==> src/adc_ctrl_pkg.sv <==
// Notes on behaviour
// - Power-down bit six powers converter off.
// - Divider select picks conversion clock ratio.
// - Clock register bits five to three read zero.
// - Start low-high-low begins one conversion.
// - Start held high resets converter, busy one.
// - Busy flag clears itself when conversion ends.
// - Conversion end sets request, enabled raises interrupt.
// - Converter runs only with pins and powered.
// - Halt never changes converter power state.
// - No analog pins means all pins digital.
// - Conversion lasts sixteen conversion clock periods.
// - Busy flag bit six, read-only, resets one.
// - Channel select routes one of four inputs.
// - Result high byte, low nibble bits seven-four.
package adc_ctrl_pkg;

  // Register byte addresses.
  localparam logic [7:0] CLK_PWR_OFS = 8'h00;
  localparam logic [7:0] CONV_CTRL_OFS = 8'h04;
  localparam logic [7:0] RES_HI_OFS = 8'h08;
  localparam logic [7:0] RES_LO_OFS = 8'h0C;
  localparam logic [7:0] IRQ_STAT_OFS = 8'h10;
  localparam logic [7:0] IRQ_CLR_OFS = 8'h14;
  localparam logic [7:0] IRQ_EN_OFS = 8'h18;

  // Clock and power control fields.
  localparam int TEST_BIT = 7;
  localparam int PDN_BIT = 6;
  localparam int DIV_LSB = 0;
  localparam int DIV_W = 3;
  localparam logic [7:0] CLK_PWR_RST = 8'h80;
  localparam logic [7:0] CLK_PWR_MASK = 8'hC7;

  // Conversion control fields.
  localparam int START_BIT = 7;
  localparam int BUSY_BIT = 6;
  localparam int PIN_LSB = 2;
  localparam int PIN_W = 4;
  localparam int CHAN_LSB = 0;
  localparam int CHAN_W = 2;

  // Result layout.
  localparam int RES_W = 12;
  localparam int RES_LO_LSB = 4;
  localparam int RES_LO_W = 4;

  // Interrupt status layout.
  localparam int IRQ_W = 1;
  localparam int IRQ_DONE_BIT = 0;

  // Conversion length in conversion clock periods.
  localparam int CONV_PERIODS = 16;
  localparam int CNT_W = 5;

  // Divider select codes.
  localparam logic [2:0] DIV_BY2 = 3'h0;
  localparam logic [2:0] DIV_BY8 = 3'h1;
  localparam logic [2:0] DIV_BY32 = 3'h2;
  localparam logic [2:0] DIV_BY1 = 3'h4;
  localparam logic [2:0] DIV_BY4 = 3'h5;
  localparam logic [2:0] DIV_BY16 = 3'h6;

  typedef struct packed {
    logic power_on;
    logic reset;
    logic start;
    logic [CHAN_W-1:0] channel;
  } conv_ctrl_t;

  // Terminal count (ratio minus one) of the divider for a select code.
  // Undefined codes fall back to the slowest ratio so the engine still ends.
  function automatic logic [CNT_W-1:0] div_limit(input logic [DIV_W-1:0] sel);
    case (sel)
      DIV_BY2: div_limit = 5'h01;
      DIV_BY8: div_limit = 5'h07;
      DIV_BY32: div_limit = 5'h1F;
      DIV_BY1: div_limit = 5'h00;
      DIV_BY4: div_limit = 5'h03;
      DIV_BY16: div_limit = 5'h0F;
      default: div_limit = 5'h1F;
    endcase
  endfunction

endpackage

==> src/conv_clock_divider.sv <==
`timescale 1ns/100ps
`default_nettype none
module conv_clock_divider
  import adc_ctrl_pkg::*;
(
  // Clock and reset
  input wire logic core_clk,
  input wire logic srst,
  // Control
  input wire logic [DIV_W-1:0] div_sel,
  input wire logic run,
  input wire logic restart,
  // Conversion clock period marker
  output logic tick
);

  logic [CNT_W-1:0] cnt_q;
  logic [CNT_W-1:0] gap_q;

  assign tick = run && (cnt_q == div_limit(div_sel));

  always_ff @(posedge core_clk) begin
    if (srst || !run || restart || tick) begin
      cnt_q <= '0;
    end else begin
      cnt_q <= cnt_q + 5'h01;
    end
  end

  // Cycles since the last tick, read only by the checks below.
  always_ff @(posedge core_clk) begin
    if (srst || !run || restart || tick) begin
      gap_q <= '0;
    end else begin
      gap_q <= gap_q + 5'h01;
    end
  end

  // Expected ratio as a power of two, kept apart from the divider table so a wrong entry shows.
  function automatic int unsigned ratio_log2(input logic [DIV_W-1:0] sel);
    case (sel)
      DIV_BY1: ratio_log2 = 0;
      DIV_BY2: ratio_log2 = 1;
      DIV_BY4: ratio_log2 = 2;
      DIV_BY8: ratio_log2 = 3;
      DIV_BY16: ratio_log2 = 4;
      default: ratio_log2 = 5;
    endcase
  endfunction

  AST_DIV_PERIOD: assert property (@(posedge core_clk) disable iff (srst)
    tick |-> gap_q == CNT_W'((1 << ratio_log2(div_sel)) - 1)) else $error("Conversion clock period wrong.");

  COV_DIV_ONE: cover property (@(posedge core_clk) disable iff (srst) tick && div_sel == DIV_BY1 ##1 tick);

endmodule
`default_nettype wire

==> src/conversion_engine.sv <==
`timescale 1ns/100ps
`default_nettype none
module conversion_engine
  import adc_ctrl_pkg::*;
(
  // Clock and reset
  input wire logic core_clk,
  input wire logic srst,
  // Control
  input wire logic power_on,
  input wire logic hold_reset,
  input wire logic start,
  input wire logic tick,
  // Status
  output logic running,
  output logic done
);

  typedef enum logic {ENG_IDLE, ENG_RUN} eng_state_t;

  eng_state_t state_q;
  logic [CNT_W-2:0] periods_q;

  assign running = (state_q == ENG_RUN);
  assign done = running && tick && (periods_q == 4'(CONV_PERIODS - 1));

  always_ff @(posedge core_clk) begin
    if (srst || !power_on || hold_reset) begin
      state_q <= ENG_IDLE;
    end else begin
      case (state_q)
        ENG_IDLE: begin
          if (start) begin
            state_q <= ENG_RUN;
          end
        end
        ENG_RUN: begin
          if (done) begin
            state_q <= ENG_IDLE;
          end
        end
        default: state_q <= ENG_IDLE;
      endcase
    end
  end

  always_ff @(posedge core_clk) begin
    if (srst || state_q != ENG_RUN) begin
      periods_q <= '0;
    end else if (tick) begin
      periods_q <= periods_q + 4'h1;
    end
  end

  AST_SIXTEEN: assert property (@(posedge core_clk) disable iff (srst)
    done |-> $past(running, 1) && periods_q == 4'(CONV_PERIODS - 1)) else $error("Conversion did not last sixteen periods.");

endmodule
`default_nettype wire

==> src/adc_control_sequencer.sv <==
`timescale 1ns/100ps
`default_nettype none
module adc_control_sequencer
  import adc_ctrl_pkg::*;
(
  // Clock and reset
  input wire logic core_clk,
  input wire logic srst,
  // APB slave
  input wire logic psel,
  input wire logic penable,
  input wire logic pwrite,
  input wire logic [7:0] paddr,
  input wire logic [31:0] pwdata,
  input wire logic [3:0] pstrb,
  output logic pready,
  output logic [31:0] prdata,
  output logic pslverr,
  // Converter core
  output conv_ctrl_t conv_ctrl,
  output logic conv_tick,
  input wire logic [RES_W-1:0] sar_result,
  // Shared pins
  output logic [PIN_W-1:0] analog_pin_enable,
  output logic [PIN_W-1:0] port_pin_digital,
  // Interrupt
  output logic irq
);

  logic [7:0] clk_pwr_q;
  logic start_bit_q;
  logic start_prev_q;
  logic busy_q;
  logic [PIN_W-1:0] pin_cfg_q;
  logic [CHAN_W-1:0] chan_q;
  logic [RES_W-1:0] res_q;
  logic done_q;
  logic [IRQ_W-1:0] irq_stat_q;
  logic [IRQ_W-1:0] irq_en_q;
  conv_ctrl_t conv_ctrl_q;
  logic [PIN_W-1:0] pin_analog_q;
  logic [31:0] prdata_q;
  logic pslverr_q;

  logic wr_en;
  logic rd_setup;
  logic start_event;
  logic power_on_d;
  logic tick;
  logic running;
  logic done;

  function automatic logic addr_mapped(input logic [7:0] a);
    addr_mapped = (a == CLK_PWR_OFS) || (a == CONV_CTRL_OFS) || (a == RES_HI_OFS) ||
                  (a == RES_LO_OFS) || (a == IRQ_STAT_OFS) || (a == IRQ_CLR_OFS) ||
                  (a == IRQ_EN_OFS);
  endfunction

  // The slave answers on the first access cycle; read data is built in setup.
  assign pready = psel && penable;
  assign wr_en = psel && penable && pwrite && pstrb[0] && addr_mapped(paddr);
  assign rd_setup = psel && !penable && !pwrite;
  assign prdata = prdata_q;
  assign pslverr = pslverr_q && psel && penable;

  always_ff @(posedge core_clk) begin
    if (srst) begin
      clk_pwr_q <= CLK_PWR_RST;
    end else if (wr_en && paddr == CLK_PWR_OFS) begin
      clk_pwr_q <= pwdata[7:0] & CLK_PWR_MASK;
    end
  end

  always_ff @(posedge core_clk) begin
    if (srst) begin
      start_bit_q <= 1'b0;
      pin_cfg_q <= '0;
      chan_q <= '0;
    end else if (wr_en && paddr == CONV_CTRL_OFS) begin
      start_bit_q <= pwdata[START_BIT];
      pin_cfg_q <= pwdata[PIN_LSB +: PIN_W];
      chan_q <= pwdata[CHAN_LSB +: CHAN_W];
    end
  end

  always_ff @(posedge core_clk) begin
    if (srst) begin
      start_prev_q <= 1'b0;
    end else begin
      start_prev_q <= start_bit_q;
    end
  end

  assign start_event = start_prev_q && !start_bit_q;

  // no halt term in power decode
  assign power_on_d = (pin_cfg_q != '0) && !clk_pwr_q[PDN_BIT];

  conv_clock_divider u_div (
    .core_clk(core_clk),
    .srst(srst),
    .div_sel(clk_pwr_q[DIV_LSB +: DIV_W]),
    .run(power_on_d),
    .restart(start_event || start_bit_q),
    .tick(tick)
  );

  conversion_engine u_eng (
    .core_clk(core_clk),
    .srst(srst),
    .power_on(power_on_d),
    .hold_reset(start_bit_q),
    .start(start_event),
    .tick(tick),
    .running(running),
    .done(done)
  );

  always_ff @(posedge core_clk) begin
    if (srst) begin
      busy_q <= 1'b1;
    end else if (start_bit_q) begin
      busy_q <= 1'b1;
    end else if (done_q) begin
      busy_q <= 1'b0;
    end
  end

  // result lands a cycle before busy clears
  always_ff @(posedge core_clk) begin
    if (srst) begin
      res_q <= '0;
    end else if (done) begin
      res_q <= sar_result;
    end
  end

  always_ff @(posedge core_clk) begin
    if (srst) begin
      done_q <= 1'b0;
    end else begin
      done_q <= done;
    end
  end

  // A clear that meets a new end in one cycle keeps the bit, so no end is lost.
  // sticky request, set beats clear
  always_ff @(posedge core_clk) begin
    if (srst) begin
      irq_stat_q <= '0;
    end else begin
      irq_stat_q <= (irq_stat_q & ~((wr_en && paddr == IRQ_CLR_OFS) ? pwdata[IRQ_W-1:0] : '0))
                    | IRQ_W'(done_q);
    end
  end

  always_ff @(posedge core_clk) begin
    if (srst) begin
      irq_en_q <= '0;
    end else if (wr_en && paddr == IRQ_EN_OFS) begin
      irq_en_q <= pwdata[IRQ_W-1:0];
    end
  end

  assign irq = |(irq_stat_q & irq_en_q);

  always_ff @(posedge core_clk) begin
    if (srst) begin
      conv_ctrl_q <= '0;
    end else begin
      conv_ctrl_q.power_on <= power_on_d;
      conv_ctrl_q.reset <= start_bit_q;
      conv_ctrl_q.start <= start_event && power_on_d;
      conv_ctrl_q.channel <= chan_q;
    end
  end

  assign conv_ctrl = conv_ctrl_q;
  assign conv_tick = tick;

  always_ff @(posedge core_clk) begin
    if (srst) begin
      pin_analog_q <= '0;
    end else begin
      pin_analog_q <= pin_cfg_q;
    end
  end

  assign analog_pin_enable = pin_analog_q;
  assign port_pin_digital = ~pin_analog_q;

  always_ff @(posedge core_clk) begin
    if (srst) begin
      prdata_q <= '0;
      pslverr_q <= 1'b0;
    end else if (psel && !penable) begin
      pslverr_q <= !addr_mapped(paddr);
      prdata_q <= '0;
      if (rd_setup) begin
        case (paddr)
          CLK_PWR_OFS: prdata_q[7:0] <= clk_pwr_q;
          CONV_CTRL_OFS: prdata_q[7:0] <= {start_bit_q, busy_q, pin_cfg_q, chan_q};
          RES_HI_OFS: prdata_q[7:0] <= res_q[RES_W-1 -: 8];
          RES_LO_OFS: prdata_q[RES_LO_LSB +: RES_LO_W] <= res_q[RES_LO_W-1:0];
          IRQ_STAT_OFS: prdata_q[IRQ_W-1:0] <= irq_stat_q;
          IRQ_EN_OFS: prdata_q[IRQ_W-1:0] <= irq_en_q;
          default: prdata_q <= '0;
        endcase
      end
    end
  end

  // Checks.
  AST_POWER_DECODE: assert property (@(posedge core_clk) disable iff (srst)
    1'b1 |=> conv_ctrl_q.power_on == ($past(pin_cfg_q) != '0 && !$past(clk_pwr_q[PDN_BIT])))
    else $error("Converter power does not follow pins and power-down bit.");

  AST_PDN_OFF: assert property (@(posedge core_clk) disable iff (srst)
    clk_pwr_q[PDN_BIT] |=> !conv_ctrl_q.power_on && !running)
    else $error("Converter on while powered down.");

  AST_RESERVED_ZERO: assert property (@(posedge core_clk) disable iff (srst)
    rd_setup && paddr == CLK_PWR_OFS |=> prdata[5:3] == 3'h0 && prdata[31:8] == 24'h0)
    else $error("Unimplemented clock register bits read nonzero.");

  AST_HOLD_RESET: assert property (@(posedge core_clk) disable iff (srst)
    start_bit_q |=> conv_ctrl_q.reset && busy_q && !running)
    else $error("Start high did not hold converter in reset.");

  AST_START_SEQ: assert property (@(posedge core_clk) disable iff (srst)
    start_event && power_on_d && !start_bit_q |=> running && conv_ctrl_q.start)
    else $error("Start sequence did not begin a conversion.");

  // The result must stand before software can see the busy flag fall.
  AST_END_ORDER: assert property (@(posedge core_clk) disable iff (srst)
    done ##1 !start_bit_q |-> res_q == $past(sar_result) && busy_q ##1 (!busy_q || $past(start_bit_q)))
    else $error("Result and busy flag out of order.");

  AST_BUSY_CLEAR: assert property (@(posedge core_clk) disable iff (srst)
    done_q && !start_bit_q |=> !busy_q)
    else $error("Busy flag did not clear after conversion.");

  AST_IRQ_SET: assert property (@(posedge core_clk) disable iff (srst)
    done_q |=> irq_stat_q[IRQ_DONE_BIT] ##0 (irq == irq_en_q[IRQ_DONE_BIT]))
    else $error("Conversion end did not raise request.");

  AST_PIN_DIGITAL: assert property (@(posedge core_clk) disable iff (srst)
    pin_cfg_q == '0 ##1 pin_cfg_q == '0 |-> port_pin_digital == 4'hF && analog_pin_enable == 4'h0)
    else $error("Pins not digital with no analog configuration.");

  AST_CHANNEL: assert property (@(posedge core_clk) disable iff (srst)
    1'b1 |=> conv_ctrl_q.channel == $past(chan_q))
    else $error("Channel select not routed.");

  AST_RESULT_LAYOUT: assert property (@(posedge core_clk) disable iff (srst)
    rd_setup && paddr == RES_LO_OFS |=> prdata[3:0] == 4'h0 && prdata[7:4] == $past(res_q[RES_LO_W-1:0]))
    else $error("Low result layout wrong.");

  AST_BUSY_RESET: assert property (@(posedge core_clk)
    $past(srst) |-> busy_q)
    else $error("Busy flag not one after reset.");

  AST_IRQ_CLEAR: assert property (@(posedge core_clk) disable iff (srst)
    wr_en && paddr == IRQ_CLR_OFS && pwdata[IRQ_DONE_BIT] && !done_q |=> !irq_stat_q[IRQ_DONE_BIT])
    else $error("Interrupt request did not clear.");

  AST_UNPOWERED_START: assert property (@(posedge core_clk) disable iff (srst)
    start_event && !power_on_d |=> !running && busy_q)
    else $error("Conversion began without converter power.");

  AST_BUSY_FALL: assert property (@(posedge core_clk) disable iff (srst)
    $fell(busy_q) |-> $past(done_q))
    else $error("Busy flag fell without a finished conversion.");

  AST_BUSY_RUNNING: assert property (@(posedge core_clk) disable iff (srst)
    running |-> busy_q)
    else $error("Busy flag low during a conversion.");

  AST_PIN_ANALOG: assert property (@(posedge core_clk) disable iff (srst)
    1'b1 |=> analog_pin_enable == $past(pin_cfg_q) && port_pin_digital == ~$past(pin_cfg_q))
    else $error("Pin function does not follow pin configuration.");

  AST_RESULT_HIGH: assert property (@(posedge core_clk) disable iff (srst)
    rd_setup && paddr == RES_HI_OFS |=> prdata[7:0] == $past(res_q[RES_W-1 -: 8]) && prdata[31:8] == 24'h0)
    else $error("High result layout wrong.");

  COV_CONVERSION: cover property (@(posedge core_clk) disable iff (srst) start_event ##1 running ##[1:600] done);
  COV_UNPOWERED: cover property (@(posedge core_clk) disable iff (srst) start_event && !power_on_d);
  COV_IRQ: cover property (@(posedge core_clk) disable iff (srst) done_q ##1 irq);
  COV_ABORT: cover property (@(posedge core_clk) disable iff (srst) running ##1 start_bit_q);

endmodule
`default_nettype wire

==> config.mk <==
export PLATFORM = sky130hd
export DESIGN_NAME = adc_control_sequencer
export DESIGN_NICKNAME = d
export VERILOG_FILES = /design/src/adc_ctrl_pkg.sv /design/src/conv_clock_divider.sv /design/src/conversion_engine.sv /design/src/adc_control_sequencer.sv
export SDC_FILE = /design/constraint.sdc
export NUM_CORES = 1
export LEC_CHECK = 0
export BUFFER_PORTS_ARGS = -buffer_cell sky130_fd_sc_hd__buf_2
export CORE_AREA = 2 2 78 80
export CTS_CLUSTER_DIAMETER = 50
export CTS_CLUSTER_SIZE = 24
export DETAILED_ROUTE_END_ITERATION = 16
export DIE_AREA = 0 0 80 82
export PLACE_DENSITY = 0.78
export SLEW_MARGIN = 30
export SYNTH_ARGS = -nofsm -noshare
export SYNTH_HDL_FRONTEND = slang
export SYNTH_HIERARCHICAL = 1
export SYNTH_SLANG_ARGS = --single-unit
==> constraint.sdc <==
create_clock -name core_clk -period 3.25 [get_ports core_clk]
set_clock_uncertainty 0.1 [all_clocks]
set_input_delay 0.1625 -clock core_clk [delete_from_list [all_inputs] [get_ports core_clk]]
set_output_delay 0.1625 -clock core_clk [all_outputs]
set_load 0.005 [all_outputs]
# Yosys cells after proc, flatten, opt, wreduce, memory -nomap -nowiden
# Index checks and enable logic that the tools add are counted.
[classes]
addsub = 2
n_eq_ne = 12
muxes = 9
bitwise = 6
reduce_logical = 40
[ops]
columns = ["op", "n"]
rows = [
  ["5-bit one-hot mux with 5 select lines", 1],
  ["8-bit by 5-bit equality test with 1-bit output, second input constant", 3],
  ["1-bit logical AND", 18],
  ["8-bit by 4-bit equality test with 1-bit output, second input constant", 2],
  ["4-bit one-hot mux with 4 select lines", 1],
  ["1-bit logical OR", 12],
  ["3-bit equality test, second input constant", 3],
  ["3-bit one-hot mux with 3 select lines", 1],
  ["8-bit by 3-bit equality test with 1-bit output, second input constant", 1],
  ["8-bit logical NOT", 1],
  ["8-bit 2-to-1 mux", 1],
  ["1-bit logical NOT", 6],
  ["5-bit by 1-bit adder with 5-bit output, second input constant", 1],
  ["5-bit equality test", 1],
  ["1-bit one-hot mux with 5 select lines", 1],
  ["4-bit by 1-bit adder with 4-bit output, second input constant", 1],
  ["4-bit equality test, second input constant", 1],
  ["4-bit inverter", 1],
  ["4-bit nonzero test", 1],
  ["3-bit by 1-bit equality test with 1-bit output, second input constant", 1],
  ["3-bit logical NOT", 1],
  ["1-bit 2-to-1 mux", 3],
  ["1-bit AND", 2],
  ["1-bit inverter", 2],
  ["other kinds (3)", 3],
]
[totals]
regBits = 80
input_bits = 61
out_inout_bits = 49
wordCells = 88

# Logic depth before layout (Yosys ltp)
# Gate-level depths: netlist of run 1.
[depth]
word_depth = 13
depth_mapped = 11
depth_no_buf = 8

# Modules after synthesis
# Netlist of run 1, hierarchy kept.
[by_module_without_submodules]
columns = ["module", "instances", "cells_per_inst", "area_per_inst_um2", "seq_area_each_um2"]
rows = [
  ["adc_control_sequencer", 1, 220, 2153.3, 920.9],
  ["conv_clock_divider", 1, 35, 316.6, 100.1],
  ["conversion_engine", 1, 23, 209.0, 100.1],
]

# Worst setup path after synthesis of run 1
# Ideal clock, no wire load.
[synth_timing]
path_type = "register to register"
from = "reg clk_pwr_q[0]"
to = "reg res_q[3]"
setup_ns = 0.128
arrival_time_ns = 2.174
t_required_ns = 3.022
setup_slack_ns = 0.848
stages_incl_launch_ff = 12
n_path_buf = 3
synth_period_minus_slack_ns = 2.402
path_cell_list = "dfxtp_1 -> nor4bb_1 -> a311o_1 -> and3_1 -> buf_6 -> and2_2 -> nand2_1 -> nor2_1 -> clkbuf_1 -> buf_2 -> mux2i_1 -> nor2_1"
[synth_between]
elab_chain_len = 6
word_cells_on_any_way = 10
cone_classes = "eq/ne: 5; mux: 1; reduce/logical: 4"
[synth_rtl]
columns = ["item", "line", "rtl"]
rows = [
  ["from (decl)", "adc_control_sequencer.sv:30", "logic [7:0] clk_pwr_q;"],
  ["from (signal assigned)", "adc_control_sequencer.sv:70", "clk_pwr_q <= pwdata[7:0] & CLK_PWR_MASK;"],
  ["3-bit equality test (tied with other cells)", "adc_ctrl_pkg.sv:74", "case (sel)"],
  ["5-bit one-hot mux with 5 select lines (*)", "adc_ctrl_pkg.sv:74", ""],
  ["5-bit equality test (*)", "conv_clock_divider.sv:20", "assign tick = run && (cnt_q == div_limit(div_sel));"],
  ["1-bit logical AND (*)", "conv_clock_divider.sv:20", ""],
  ["named net conv_tick", "adc_control_sequencer.sv:21", "output logic conv_tick,"],
  ["1-bit logical AND (*) (2 in series)", "conversion_engine.sv:25", "assign done = running && tick && (periods_q == 4'(CONV_PERIODS - 1));"],
  ["named net done", "adc_control_sequencer.sv:51", "logic done;"],
  ["to (signal assigned)", "adc_control_sequencer.sv:134", "res_q <= sar_result;"],
  ["to (decl)", "adc_control_sequencer.sv:36", "logic [RES_W-1:0] res_q;"],
]
# The timed path passes the listed nets; every way through them passes the cells marked *.
# A chain may end at the register's enable or synchronous reset.

# Worst setup path after layout of run 1
[layout_timing]
from = "reg clk_pwr_q[0]"
to = "reg res_q[8]"
[layout_between]
elab_chain_len = 6
word_cells_on_any_way = 10
cone_classes = "eq/ne: 5; mux: 1; reduce/logical: 4"
[layout_rtl]
columns = ["item", "line"]
rows = [
  ["3-bit equality test (tied with other cells)", "adc_ctrl_pkg.sv:74"],
  ["5-bit one-hot mux with 5 select lines (*)", "adc_ctrl_pkg.sv:74"],
  ["5-bit equality test (*)", "conv_clock_divider.sv:20"],
  ["1-bit logical AND (*)", "conv_clock_divider.sv:20"],
  ["1-bit logical AND (*) (2 in series)", "conversion_engine.sv:25"],
  ["named net done", "adc_control_sequencer.sv:51"],
]
# Marks and branches as above.

==> results of run 1 <==
## worst reg2reg max path, cell delays in order (launching register included)
cell      delay, ns
dfxtp_1        0.46
nor4bb_1       0.34
a311o_1        0.16
and3_1         0.26
and2_2         0.25
nand2_1        0.07
nor2_1         0.10
buf_4          0.26
mux2i_1        0.23
nor2_1         0.05
## layout make-up
cell class	instances	area, µm²	share of cell area [%]
tap	75	93.8	3.03
clock inverter	1	8.76	0.283
multi-input combinational	200	1370	44.2
clock buffer	6	82.6	2.67
timing repair buffer	68	388	12.5
sequential	56	1120	36.2
inverter	9	33.8	1.09
## sequential cells by signal (all words and copies together), names as in the netlist, 2 cells and up
register and count:
u_eng/periods_q 4, pin_cfg_q 4, analog_pin_enable 4, res_q 12
prdata 8, clk_pwr_q 5, chan_q 2, conv_ctrl 5
u_div/cnt_q 5
## repair_timing
item,in CTS,in global routing
setup endpoints to repair,0,0
hold buffers,9,0
hold endpoints to repair,9,0
## per-layer routing
layer  GRT usage, %  vias up  share of wire, %
met5              0        -                 0
met4           8.14        0               2.1
met3           3.30        9               6.2
met2           27.8       70                49
met1           19.9      940                43
li1               -     1031                 -
## path summary, 6_finish.rpt
kind | from | to | depth (start not counted)
max reg2reg | clk_pwr_q[0]$_SDFFE_PP0P_ | res_q[8]$_SDFFE_PP0P_ | 9
max | clk_pwr_q[0]$_SDFFE_PP0P_ | res_q[8]$_SDFFE_PP0P_ | 9
min | sar_result[3] | res_q[3]$_SDFFE_PP0P_ | 3
min reg2reg | prdata[3]$_SDFFE_PP0P_ | prdata[3]$_SDFFE_PP0P_ | 2
## synthesized netlist by cell type (3+ instances only)
master / n
nand2b_1: 15
clkbuf_1: 6
buf_4: 25
mux2_2: 6
dfxtp_1: 56
nand3_1: 4
a211oi_1: 5
mux2i_1: 26
nor2_1: 33
inv_1: 9
nor2b_1: 13
o21ai_0: 4
buf_2: 3
nor3_1: 5
a22oi_1: 8
xor2_1: 5
xnor2_1: 3
nand2_1: 7
and2_1: 3
## through the flow
step	hold WS, ns	instance area [µm²]	utilization (%)	setup slack (ns)
after detailed placement	0.305	2920	50.8	0.860
after global routing	0.0151	3100	53.9	0.557
after floorplan	0.206	2770	-	0.848
after CTS	0.000876	3100	53.9	0.842
after global placement	0.295	2920	50.8	0.959
final	0.00670	3100	53.9	0.824
## power breakdown
group	leakage, nW	total [mW]	internal [mW]	switching (mW)
Sequential	0.451	0.687	0.686	0.000385
Clock	0.0473	0.384	0.170	0.214
Combinational	0.831	0.0810	0.0364	0.0446
## logic make-up (layout without fill, tap and decap cells)
kind of cell	after synthesis	in the layout	synth area share, %
AOI/OAI and AO/OA	28	28	7.43
xor gates and xnor gates	8	8	2.62
adders and majority gates	2	2	0.934
buffers and inverters	45	84	10.2
DFF	56	56	41.8
muxes	34	34	13.9
other	1	24	0.140
and+or+nand+nor	104	104	22.9
==> results.md, run 1 <==
- The flow ran to the end, and the final reports show no timing, DRC or antenna violations.
- The initial antenna violation count was 0.
- The critical path goes through nor4bb_1 > a311o_1 > and3_1 > and2_2 > nand2_1 > nor2_1 > buf_4 > mux2i_1 > nor2_1.
- The port buffer count is 58.
- The setup check on the worst reg-to-reg path leaves a slack of 0.82 ns.
- By area the synthesized netlist is led by dfxtp_1 42%, mux2i_1 9.7%, buf_4 7.0%.
- Summed over all layers, the routed wires come to 5190 µm.
- After clock tree synthesis, the clock-pin slew on the worst setup and hold paths is 0.09 ns.
- The largest net degree at the start of global routing is 52.
- Counting the fill cells in the layout gives 528.
- For this run, the leading register cell type out of synthesis is dfxtp_1.
- Among the stages of the critical path, the cell type that occurs most often is nor2_1.
- The per-cell routed wire length is 12.5 µm.
- The detailed placement HPWL is 3850 µm.
- The total power density per cell area is 372 nW/µm².
- The number of global-route vias before repair is 1888.
- The layout cell share with drive strength beyond 1 is 24.4%.
- The post-layout net count is 403.
- The number of warning messages in the yosys log is 6.
- The synthesized instance count is 278.
- The die covers 6560 µm².
- The most common cell after layout, fill and taps aside is buf_2.
- The detail route stage leaves a number of antenna-violating nets equal to 0.
- The post-CTS setup buffer count is 0.
- For this design the top-level I/O count stands at 110.
- The H-tree depth is 2.
- The total global routing overflow is 0.
- The global-route usage over all layers is 16.4%.
- The wire length of the first global-routing pass is 8420 µm.
- The initial utilization of the core area, before any placement, comes to 46.6%.
- The total area inside the core boundary comes to 5750 µm².
- Once layout is complete, the cells apart from fillers number 415.
- The CTS tree is done.
- The cell type with the largest total area after synthesis is dfxtp_1.
- Setup repair after global routing left no endpoint under its margin.
- The startpoint type of the worst setup path is a flop.
- Sequential elements use 41.8% of the synthesized area.
- The total clock sinks is 56.
- The total iterations of the first detailed-routing run is 4.
- In the layout the commonest cells are 58 x buf_2, 56 x dfxtp_1, 33 x nor2_1.
- The largest stage delay on the critical path is 0.46 ns.
- In this design, the largest share of critical-path delay is due to simple AND/OR/NAND/NOR gates.
- In this run, synthesis inferred 0 flip-flops with an integrated enable.
- Using the TritonRoute via totals, the vias-per-cell ratio works out to 4.94.
- The leakage component of the power is 1.33 nW.
- The number of placed instances, taps included, is 399.
- After layout, the worst path uses 74.6% of the clock period.
- Compared with the post-synthesis result, the final layout area differs by 15.6%.
- The floorplan has 28 rows.
- Data on the critical path arrives at its endpoint at 2.50 ns.
- The critical setup path kind is flop to flop.
- The highest clock frequency the design can meet is 0.412 GHz.
- The worst pin sits at a relative slew slack of 44.4%.
- The width of the die is 80 µm.
- The count of final hold-check violations came to 0.
- The proportion of synthesized flip-flops having asynchronous set or reset is 0%.
- The number of instances resized during post-cts repair is 0.
- The final number of max-transition violations is 0.
- The slew at the pin with the worst max-slew slack is 0.833 ns.
- The maximum clock insertion buffer count is 2.
- The post-detailed-route DRC marker count is 0.
- The endpoint required time on the critical path is 3.32 ns.
- STA classifies the critical path endpoint as a flop.
- Counting the buffers created by CTS gives 5.
- The post-synthesis register bit count is 56.
- After layout, the minimum clock period comes to 2.43 ns.
- The clock insertion delay at the later pin of the skew report is 0.31 ns.
- The congestion estimate from routability-driven global placement came to 0.791.
- The slowest stage of the critical path is the dfxtp_1 cell.
- Max-cap violations in this run came to 0.
- The post-route total power is 1.15 mW.
- The worst min-delay path class is input pin to flop.
- The mean area per synthesized cell is 9.64 µm².
- The summed negative setup slack over all endpoints is 0 ns.
- The worst IR drop on VDD is 263 µV.
- In this run the biggest area consumer among cell types represents 41.8% of the synthesized area.
- The number of antenna repair diodes is 0.
- The total number of vias is 2050.
- The root buffer cell chosen for the clock tree is clkbuf_8.
- Counting both buffers and inverters, the worst setup path holds a total of 1.
- The cell area after technology mapping is 2680 µm².
- The first routing iteration left 88 violations.
- The number of different library cells used by synthesis comes to 48.
- From bottom edge to top edge, the die measures 82 µm.
- In this run the worst path has a maximum fanout of 14.
- Setup violations remaining at the end of the flow were counted as 0.
(Power assumes the default switching activity.)
==> run 2: changes to the inputs <==
--- a/config.mk
+++ b/config.mk
@@ -6,12 +6,12 @@
 export NUM_CORES = 1
 export LEC_CHECK = 0
 export BUFFER_PORTS_ARGS = -buffer_cell sky130_fd_sc_hd__buf_2
-export CORE_AREA = 2 2 78 80
+export CORE_AREA = 2 2 82 84
 export CTS_CLUSTER_DIAMETER = 50
 export CTS_CLUSTER_SIZE = 24
 export DETAILED_ROUTE_END_ITERATION = 16
-export DIE_AREA = 0 0 80 82
-export PLACE_DENSITY = 0.78
+export DIE_AREA = 0 0 84 86
+export PLACE_DENSITY = 0.75
 export SLEW_MARGIN = 30
 export SYNTH_ARGS = -nofsm -noshare
 export SYNTH_HDL_FRONTEND = slang
==> constraint.sdc (replaced) <==
create_clock -name core_clk -period 2 [get_ports core_clk]
set_clock_uncertainty 0.1 [all_clocks]
set_input_delay 0.1 -clock core_clk [delete_from_list [all_inputs] [get_ports core_clk]]
set_output_delay 0.1 -clock core_clk [all_outputs]
set_load 0.005 [all_outputs]
==> run 2 against run 1 <==
Net effect:
- the run now ends with setup timing left
- design area increased by 9.9%
- total power is 64% higher
- final cell count up 6.5%
- die area rose by 10%
- sequential share of layout area down 3.0 points
- non-clock buffer count up 24
- combinational power up 80%
- hold slack improved by 0.0022 ns
- first-iteration DRC count decreased by 3.4%
- register-to-register slack lost 0.86 ns
- critical path type unchanged
- critical endpoint is now res_q[0]$_SDFFE_PP0P_
- largest cell class unchanged
==> results.md, run 2 (synthesized netlist as in run 1, its figures left out) <==
- The worst IR drop on VDD came to 353 µV (was 263 µV).
- The slew at the pin with the worst max-slew slack is 0.811 ns (was 0.833 ns).
- The largest net degree at the start of global routing is 52 (unchanged).
- The count of final hold-check violations is 0 (unchanged).
- The floorplan die area came to 7220 µm² (was 6560 µm²).
- The critical register-to-register path startpoint is clk_pwr_q[1]$_SDFFE_PP0P_ (was clk_pwr_q[0]$_SDFFE_PP0P_).
- The post-layout net count is 427 (was 403).
- The number of buffers created by CTS is 5 (unchanged).
- The per-cell routed wire length is 12.8 µm (was 12.5 µm).
- The chip height is 86 µm (was 82 µm).
- The summed negative setup slack over all endpoints is -0.160 ns (was 0 ns).
- The layout cell share with drive strength beyond 1 came to 31.2% (was 24.4%).
- The startpoint of the lowest-slack hold path is pwdata[2] (was sar_result[3]).
- The standard cell core area is 6280 µm² (was 5750 µm²).
- The clock-pin slew on the worst setup and hold paths is 0.09 ns (about the same).
- The number of DRC markers after the initial detailed-route iteration is 85 (was 88).
- The total global routing overflow is 0 (unchanged).
- The starting density of the core is 42.7% (was 46.6%).
- The critical path's slowest cell is dfxtp_4 (was dfxtp_1).
- The highest clock frequency the design can meet is 0.491 GHz (was 0.412 GHz).
- The count of buffering cells on the critical path with inverters included is 1 (unchanged).
- The via-per-instance ratio is 4.90 (was 4.94).
- The total power density per cell area is 557 nW/µm² (was 372 nW/µm²).
- The wire length of the first global-routing pass is 8860 µm (was 8420 µm).
- The top register by number of flip-flops is res_q (unchanged).
- The design area is 3400 µm² (was 3100 µm²).
- The number of placement rows is 29 (was 28).
- The most common cell after layout, fill and taps aside was buf_2 (unchanged).
- The count of final setup violators is 9 (was 0).
- The leakage component of the power is 1.49 nW (was 1.33 nW).
- The width of the die is 84 µm (was 80 µm).
- The number of antenna repair diodes is 0 (unchanged).
- The H-tree depth is 2 (unchanged).
- The flip-flop count of the largest register, all copies and words added is 12 (unchanged).
- The initial antenna violation count is 0 (unchanged).
- The total iterations of the first detailed-routing run is 4 (unchanged).
- The total number of vias came to 2164 (was 2050).
- The detailed placement HPWL is 4040 µm (was 3850 µm).
- The final number of max-transition violations is 0 (unchanged).
- The signal arrival time at the worst endpoint is 2.11 ns (was 2.50 ns).
- The total clock sinks is 56 (unchanged).
- The depth of the worst register-to-register path is 9 (unchanged).
- The clock tree root buffer cell is clkbuf_8 (unchanged).
- The startpoint of the worst setup timing path is clk_pwr_q[1]$_SDFFE_PP0P_ (was clk_pwr_q[0]$_SDFFE_PP0P_).
- The largest stage delay on the critical path is 0.40 ns (was 0.46 ns).
- The critical setup path kind is flop to flop (unchanged).
- The port buffer count is 58 (unchanged).
- The biggest fanout along the worst timing path is 8 (was 14).
- The number of cells on the critical path is 9 (unchanged).
- The total wire length after detailed routing is 5680 µm (was 5190 µm).
- The time the worst path needs with I/O delays and setup came to 2.04 ns (was 2.43 ns).
- Unrepaired setup endpoints after global routing: yes (was no).
- Critical-path cell list: nor4bb_2 > a311o_1 > and3_4 > and2_4 > nand2_4 > nor2_4 > buf_12 > mux2i_2 > nor2_1 (was nor4bb_1 > a311o_1 > and3_1 > and2_2 > nand2_1 > nor2_1 > buf_4 > mux2i_1 > nor2_1).
- The maximum clock insertion buffer count is 2 (unchanged).
- The number of global-route vias before repair is 1919 (was 1888).
- The worst min-delay path class is input pin to flop (unchanged).
- The CTS tree is done (unchanged).
- Most frequent cells in the layout: 58 x buf_2, 53 x dfxtp_1, 31 x nor2_1 (was 58 x buf_2, 56 x dfxtp_1, 33 x nor2_1).
- The number of nets still failing antenna checks after routing is 0 (unchanged).
- The post-detailed-route DRC marker count is 0 (unchanged).
- The endpoint required time on the critical path is 2.07 ns (was 3.32 ns).
- The worst setup slack before clock tree synthesis is -0.0501 ns (was 0.860 ns).
- The final cycle utilization of the critical path is 102% (was 74.6%).
- The placed instance area was 3040 µm² (was 2920 µm²).
- The worst path setup slack after routing came to -0.0386 ns (was 0.824 ns).
- The cell class contributing the biggest share of worst-path delay is simple AND/OR/NAND/NOR gates (unchanged).
- The clock insertion delay at the later pin of the skew report is 0.31 ns (about the same).
- The layout overhead on the synthesized area is 27.0% (was 15.6%).
- The post-route total power is 1.89 mW (was 1.15 mW).
- The count of max-cap constraint violations is 0 (unchanged).
- The global-route usage over all layers is 15.2% (was 16.4%).
- The final reports fail on setup timing.
- The internal reg-to-reg setup slack is -0.04 ns (was 0.82 ns).
- The startpoint type of the worst setup path is a flop (unchanged).
- The worst slew slack as a fraction of its limit is 45.9% (was 44.4%).
- The sort of element at the end of the critical path was a flop (unchanged).
- The global placement routability congestion is 0.757 (was 0.791).
- The cell count of the worst hold path is 3 (unchanged).
- The number of ports placed on the die boundary is 110 (unchanged).
- Outcome: complete, but fails checks (was finished clean).
-- run 2: path summary, 6_finish.rpt --
kind / to
worst max-delay path: res_q[0]$_SDFFE_PP0P_
worst max register to register: res_q[0]$_SDFFE_PP0P_
worst min-delay path: clk_pwr_q[2]$_SDFFE_PP0P_
worst min register to register: prdata[3]$_SDFFE_PP0P_
-- run 2: layout make-up --
| type | count | area (µm²) |
|---|---|---|
| Multi-Input combinational cell | 200 | 1430 |
| Inverter | 9 | 33.8 |
| Timing Repair Buffer | 92 | 623 |
| Fill cell | 563 | 2870 |
| Clock buffer | 6 | 82.6 |
| Clock inverter | 2 | 10.0 |
| Tap cell | 77 | 96.3 |
| Sequential cell | 56 | 1130 |
-- run 2: metrics by stage --
stage,hold slack [ns],cells,utilization [%]
2_1_floorplan,0.144,301,-
3_3_place_gp,0.234,414,48.4
3_5_place_dp,0.240,414,48.4
4_1_cts,0.00371,438,52.5
5_1_grt,0.0349,442,54.2
6_report,0.00888,442,54.2
-- run 2: power by group --
| part | total (mW) | switching [mW] | internal, mW | leakage, nW |
|---|---|---|---|---|
| Sequential | 1.11 | 0.000655 | 1.11 | 0.453 |
| Combinational | 0.146 | 0.0755 | 0.0706 | 0.984 |
| Clock | 0.635 | 0.357 | 0.277 | 0.0510 |
-- run 2: what timing repair did --
item	CTS	global route
hold endpoints to repair	18	0
buffers inserted	0	3
resized for setup	2	13
cloned	0	1
hold buffers	16	0
endpoints found under the setup margin	12	13
pin swaps	0	0
-- run 2: worst register-to-register path, stage by stage, from the launching register on --
cell	delay, ns
dfxtp_4	0.40
nor4bb_2	0.26
a311o_1	0.17
and3_4	0.19
and2_4	0.16
nand2_4	0.05
nor2_4	0.15
buf_12	0.16
mux2i_2	0.22
nor2_1	0.05
-- run 2: layer usage --
layer	global-route usage, %	up-vias	part of all wire, %
met3	2.98	8	4.7
met2	26.1	63	50
li1	-	1080	-
met1	19.2	1013	43
met5	0	-	0
met4	5.28	0	1.7
==> run 3: changes to the inputs <==
--- a/config.mk
+++ b/config.mk
@@ -17,3 +17,4 @@
 export SYNTH_HDL_FRONTEND = slang
 export SYNTH_HIERARCHICAL = 1
 export SYNTH_SLANG_ARGS = --single-unit
+export TNS_END_PERCENT = 50
==> run 3 against run 2 <==
Net effect:
- the run still ends with setup timing left
- sequential share of layout area up 0.17 points
- design area decreased by 0.51%
- final cell count fell by 0.23%
- first-iteration DRC count up 2.4%
- total power hardly changed
- non-clock buffer count down 1
- utilization down 0.28 points
- worst setup slack better by 0.0019 ns
- combinational power about the same
- global-route usage unchanged
- flip-flop and latch count unchanged
- critical path depth did not move
==> results.md, run 3 (synthesized netlist as in run 1, its figures left out) <==
- The post-route total power came to 1.90 mW (was 1.89 mW).
- The endpoint required time on the critical path is 2.07 ns (about the same).
- The flip-flop count of the largest register, all copies and words added was 12 (unchanged).
- The layout cell share with drive strength beyond 1 is 30.8% (was 31.2%).
- The detailed placement HPWL is 4040 µm (unchanged).
- The leakage component of the power is 1.48 nW (was 1.49 nW).
- The switching share of power is 22.9% (about the same).
- The starting density of the core came to 42.7% (unchanged).
- The count of final setup violators came to 8 (was 9).
- The width of the die is 84 µm (unchanged).
- The H-tree depth is 2 (unchanged).
- The clock tree root buffer cell was clkbuf_8 (unchanged).
- The count of max-cap constraint violations is 0 (unchanged).
- The total wire length after detailed routing is 5680 µm (about the same).
- The total global routing overflow was 0 (unchanged).
- The maximum clock insertion buffer count is 2 (unchanged).
- The worst slew slack as a fraction of its limit is 45.0% (was 45.9%).
- The met2 track demand over resource in global routing was 26.1% (unchanged).
- The placed instance area is 3040 µm² (unchanged).
- Violations in the final reports: setup timing (unchanged).
- The time the worst path needs with I/O delays and setup is 2.04 ns (about the same).
- The total clock sinks is 56 (unchanged).
- The wire length of the first global-routing pass is 8860 µm (unchanged).
- The floorplan die area is 7220 µm² (unchanged).
- The clock share of power is 33.6% (was 33.5%).
- The depth of the worst register-to-register path is 9 (unchanged).
- The clock-pin slew on the worst setup and hold paths was 0.09 ns (about the same).
- The total iterations of the first detailed-routing run was 4 (unchanged).
- The standard cell core area is 6280 µm² (unchanged).
- The net switching power figure is 0.435 mW (was 0.433 mW).
- The clock insertion delay at the later pin of the skew report was 0.31 ns (about the same).
- The worst IR drop on VDD is 354 µV (was 353 µV).
- The startpoint type of the worst setup path is a flop (unchanged).
- The global-route track usage on met1 is 19.2% (unchanged).
- The fraction of the core area covered by cells at the end of the flow came to 53.9% (was 54.2%).
- The post-detailed-route DRC marker count is 0 (unchanged).
- The highest clock frequency the design can meet is 0.491 GHz (about the same).
- The via-per-instance ratio is 4.92 (was 4.90).
- The final cycle utilization of the critical path is 102% (about the same).
- The total power density per cell area was 560 nW/µm² (was 557 nW/µm²).
- The layout overhead on the synthesized area came to 26.4% (was 27.0%).
- The biggest fanout along the worst timing path came to 8 (unchanged).
- The CTS tree is done (unchanged).
- The slew at the pin with the worst max-slew slack came to 0.824 ns (was 0.811 ns).
- The global-route usage over all layers is 15.2% (unchanged).
- The per-cell routed wire length was 12.9 µm (was 12.8 µm).
- The total internal power is 1.46 mW (about the same).
- The design area came to 3390 µm² (was 3400 µm²).
- The largest net degree at the start of global routing came to 52 (unchanged).
- The post-layout net count is 426 (was 427).
- The sort of element at the end of the critical path is a flop (unchanged).
- The number of buffers created by CTS is 5 (unchanged).
- The number of antenna repair diodes was 0 (unchanged).
- The critical setup path kind is flop to flop (unchanged).
- The highest-utilization routing layer at the global route stage is met2 (unchanged).
- The number of global-route vias before repair is 1919 (unchanged).
- Outcome: complete, but fails checks (unchanged).
- The count of final hold-check violations is 0 (unchanged).
- The worst min-delay path class is input pin to flop (unchanged).
- The count of fill cells added during filler insertion is 566 (was 563).
- The worst path setup slack after routing is -0.0368 ns (was -0.0386 ns).
- The total number of vias is 2168 (was 2164).
- The signal arrival time at the worst endpoint is 2.11 ns (about the same).
- Unrepaired setup endpoints after global routing: yes (unchanged).
- The combinational group share of total power is 7.7% (about the same).
- The final number of max-transition violations is 0 (unchanged).
- The most common cell after layout, fill and taps aside is buf_2 (unchanged).
- The chip height is 86 µm (unchanged).
- Most frequent cells in the layout: 58 x buf_2, 53 x dfxtp_1, 32 x nor2_1 (was 58 x buf_2, 53 x dfxtp_1, 31 x nor2_1).
- The top register by number of flip-flops is res_q (unchanged).
- The number of DRC markers after the initial detailed-route iteration is 87 (was 85).
- The cell count of the worst hold path is 3 (unchanged).
- The number of placement rows is 29 (unchanged).
- The sequential fraction of design power was 58.7% (was 58.8%).
- The initial antenna violation count was 0 (unchanged).
- The number of nets still failing antenna checks after routing is 0 (unchanged).
- The global placement routability congestion is 0.757 (unchanged).
- The number of ports placed on the die boundary is 110 (unchanged).
- The port buffer count is 58 (unchanged).
- The global-route track usage on met3 is 2.98% (unchanged).
## run 3: worst paths after layout
check                                  from                         to  slack [ns]
hold reg to reg      prdata[3]$_SDFFE_PP0P_     prdata[3]$_SDFFE_PP0P_        0.36
hold / removal                    pwdata[2]  clk_pwr_q[2]$_SDFFE_PP0P_       0.008
setup / recovery  clk_pwr_q[1]$_SDFFE_PP0P_      res_q[0]$_SDFFE_PP0P_       -0.04
setup reg to reg  clk_pwr_q[1]$_SDFFE_PP0P_      res_q[0]$_SDFFE_PP0P_       -0.04
## run 3: area by class of cell
cell class              count  area (µm²)  share of cell area, %
multi-input cells         200        1430                   42.1
flip-flops and latches     56        1130                   33.4
repair buffers             91         608                   18.0
well taps                  77        96.3                   2.85
clock buffers               6        82.6                   2.44
inverters                   9        33.8                  0.998
clock inverters             2        10.0                  0.296
## run 3: power by group through the flow
stage	Sequential (mW)	Combinational (mW)	Clock [mW]
after detailed placement	1.14	0.121	0
final	1.11	0.146	0.636
after floorplan	1.14	0.101	0
after CTS	1.11	0.146	0.650
after global placement	1.14	0.120	0
after global routing	1.11	0.163	0.693
## run 3: critical path, cell delays in order (launching register included)
cell,delay (ns)
dfxtp_4,0.40
nor4bb_2,0.26
a311o_1,0.17
and3_4,0.19
and2_4,0.16
nand2_4,0.05
nor2_4,0.15
buf_12,0.15
mux2i_2,0.22
nor2_1,0.05
## run 3: metal layers
layer / part of all wire (%) / routed length (µm) / vias to the layer above
met5: 0 / 0 / -
met4: 1.7 / 95 / 0
met3: 4.6 / 259 / 8
met2: 50 / 2860 / 71
met1: 43 / 2470 / 1012
li1: - / - / 1077
## run 3: repair_timing
| item | 4_1_cts | 5_1_grt |
|---|---|---|
| hold buffers | 16 | 0 |
| gates cloned | 0 | 1 |
| setup buffers | 0 | 2 |
| endpoints found under the hold margin | 18 | 0 |
| gates resized for setup | 2 | 10 |
| endpoints found under the setup margin | 12 | 13 |
## run 3: per-stage QoR
stage / hold slack (ns) / cells / setup TNS, ns / worst slack, ns
6_report: 0.00773 / 441 / -0.133 / -0.0368
5_1_grt: 0.0349 / 441 / -1.09 / -0.109
4_1_cts: 0.00371 / 438 / -0.0105 / -0.0105
3_5_place_dp: 0.240 / 414 / -0.257 / -0.0501
3_3_place_gp: 0.234 / 414 / 0 / 0.0357
2_1_floorplan: 0.144 / 301 / -0.702 / -0.0780
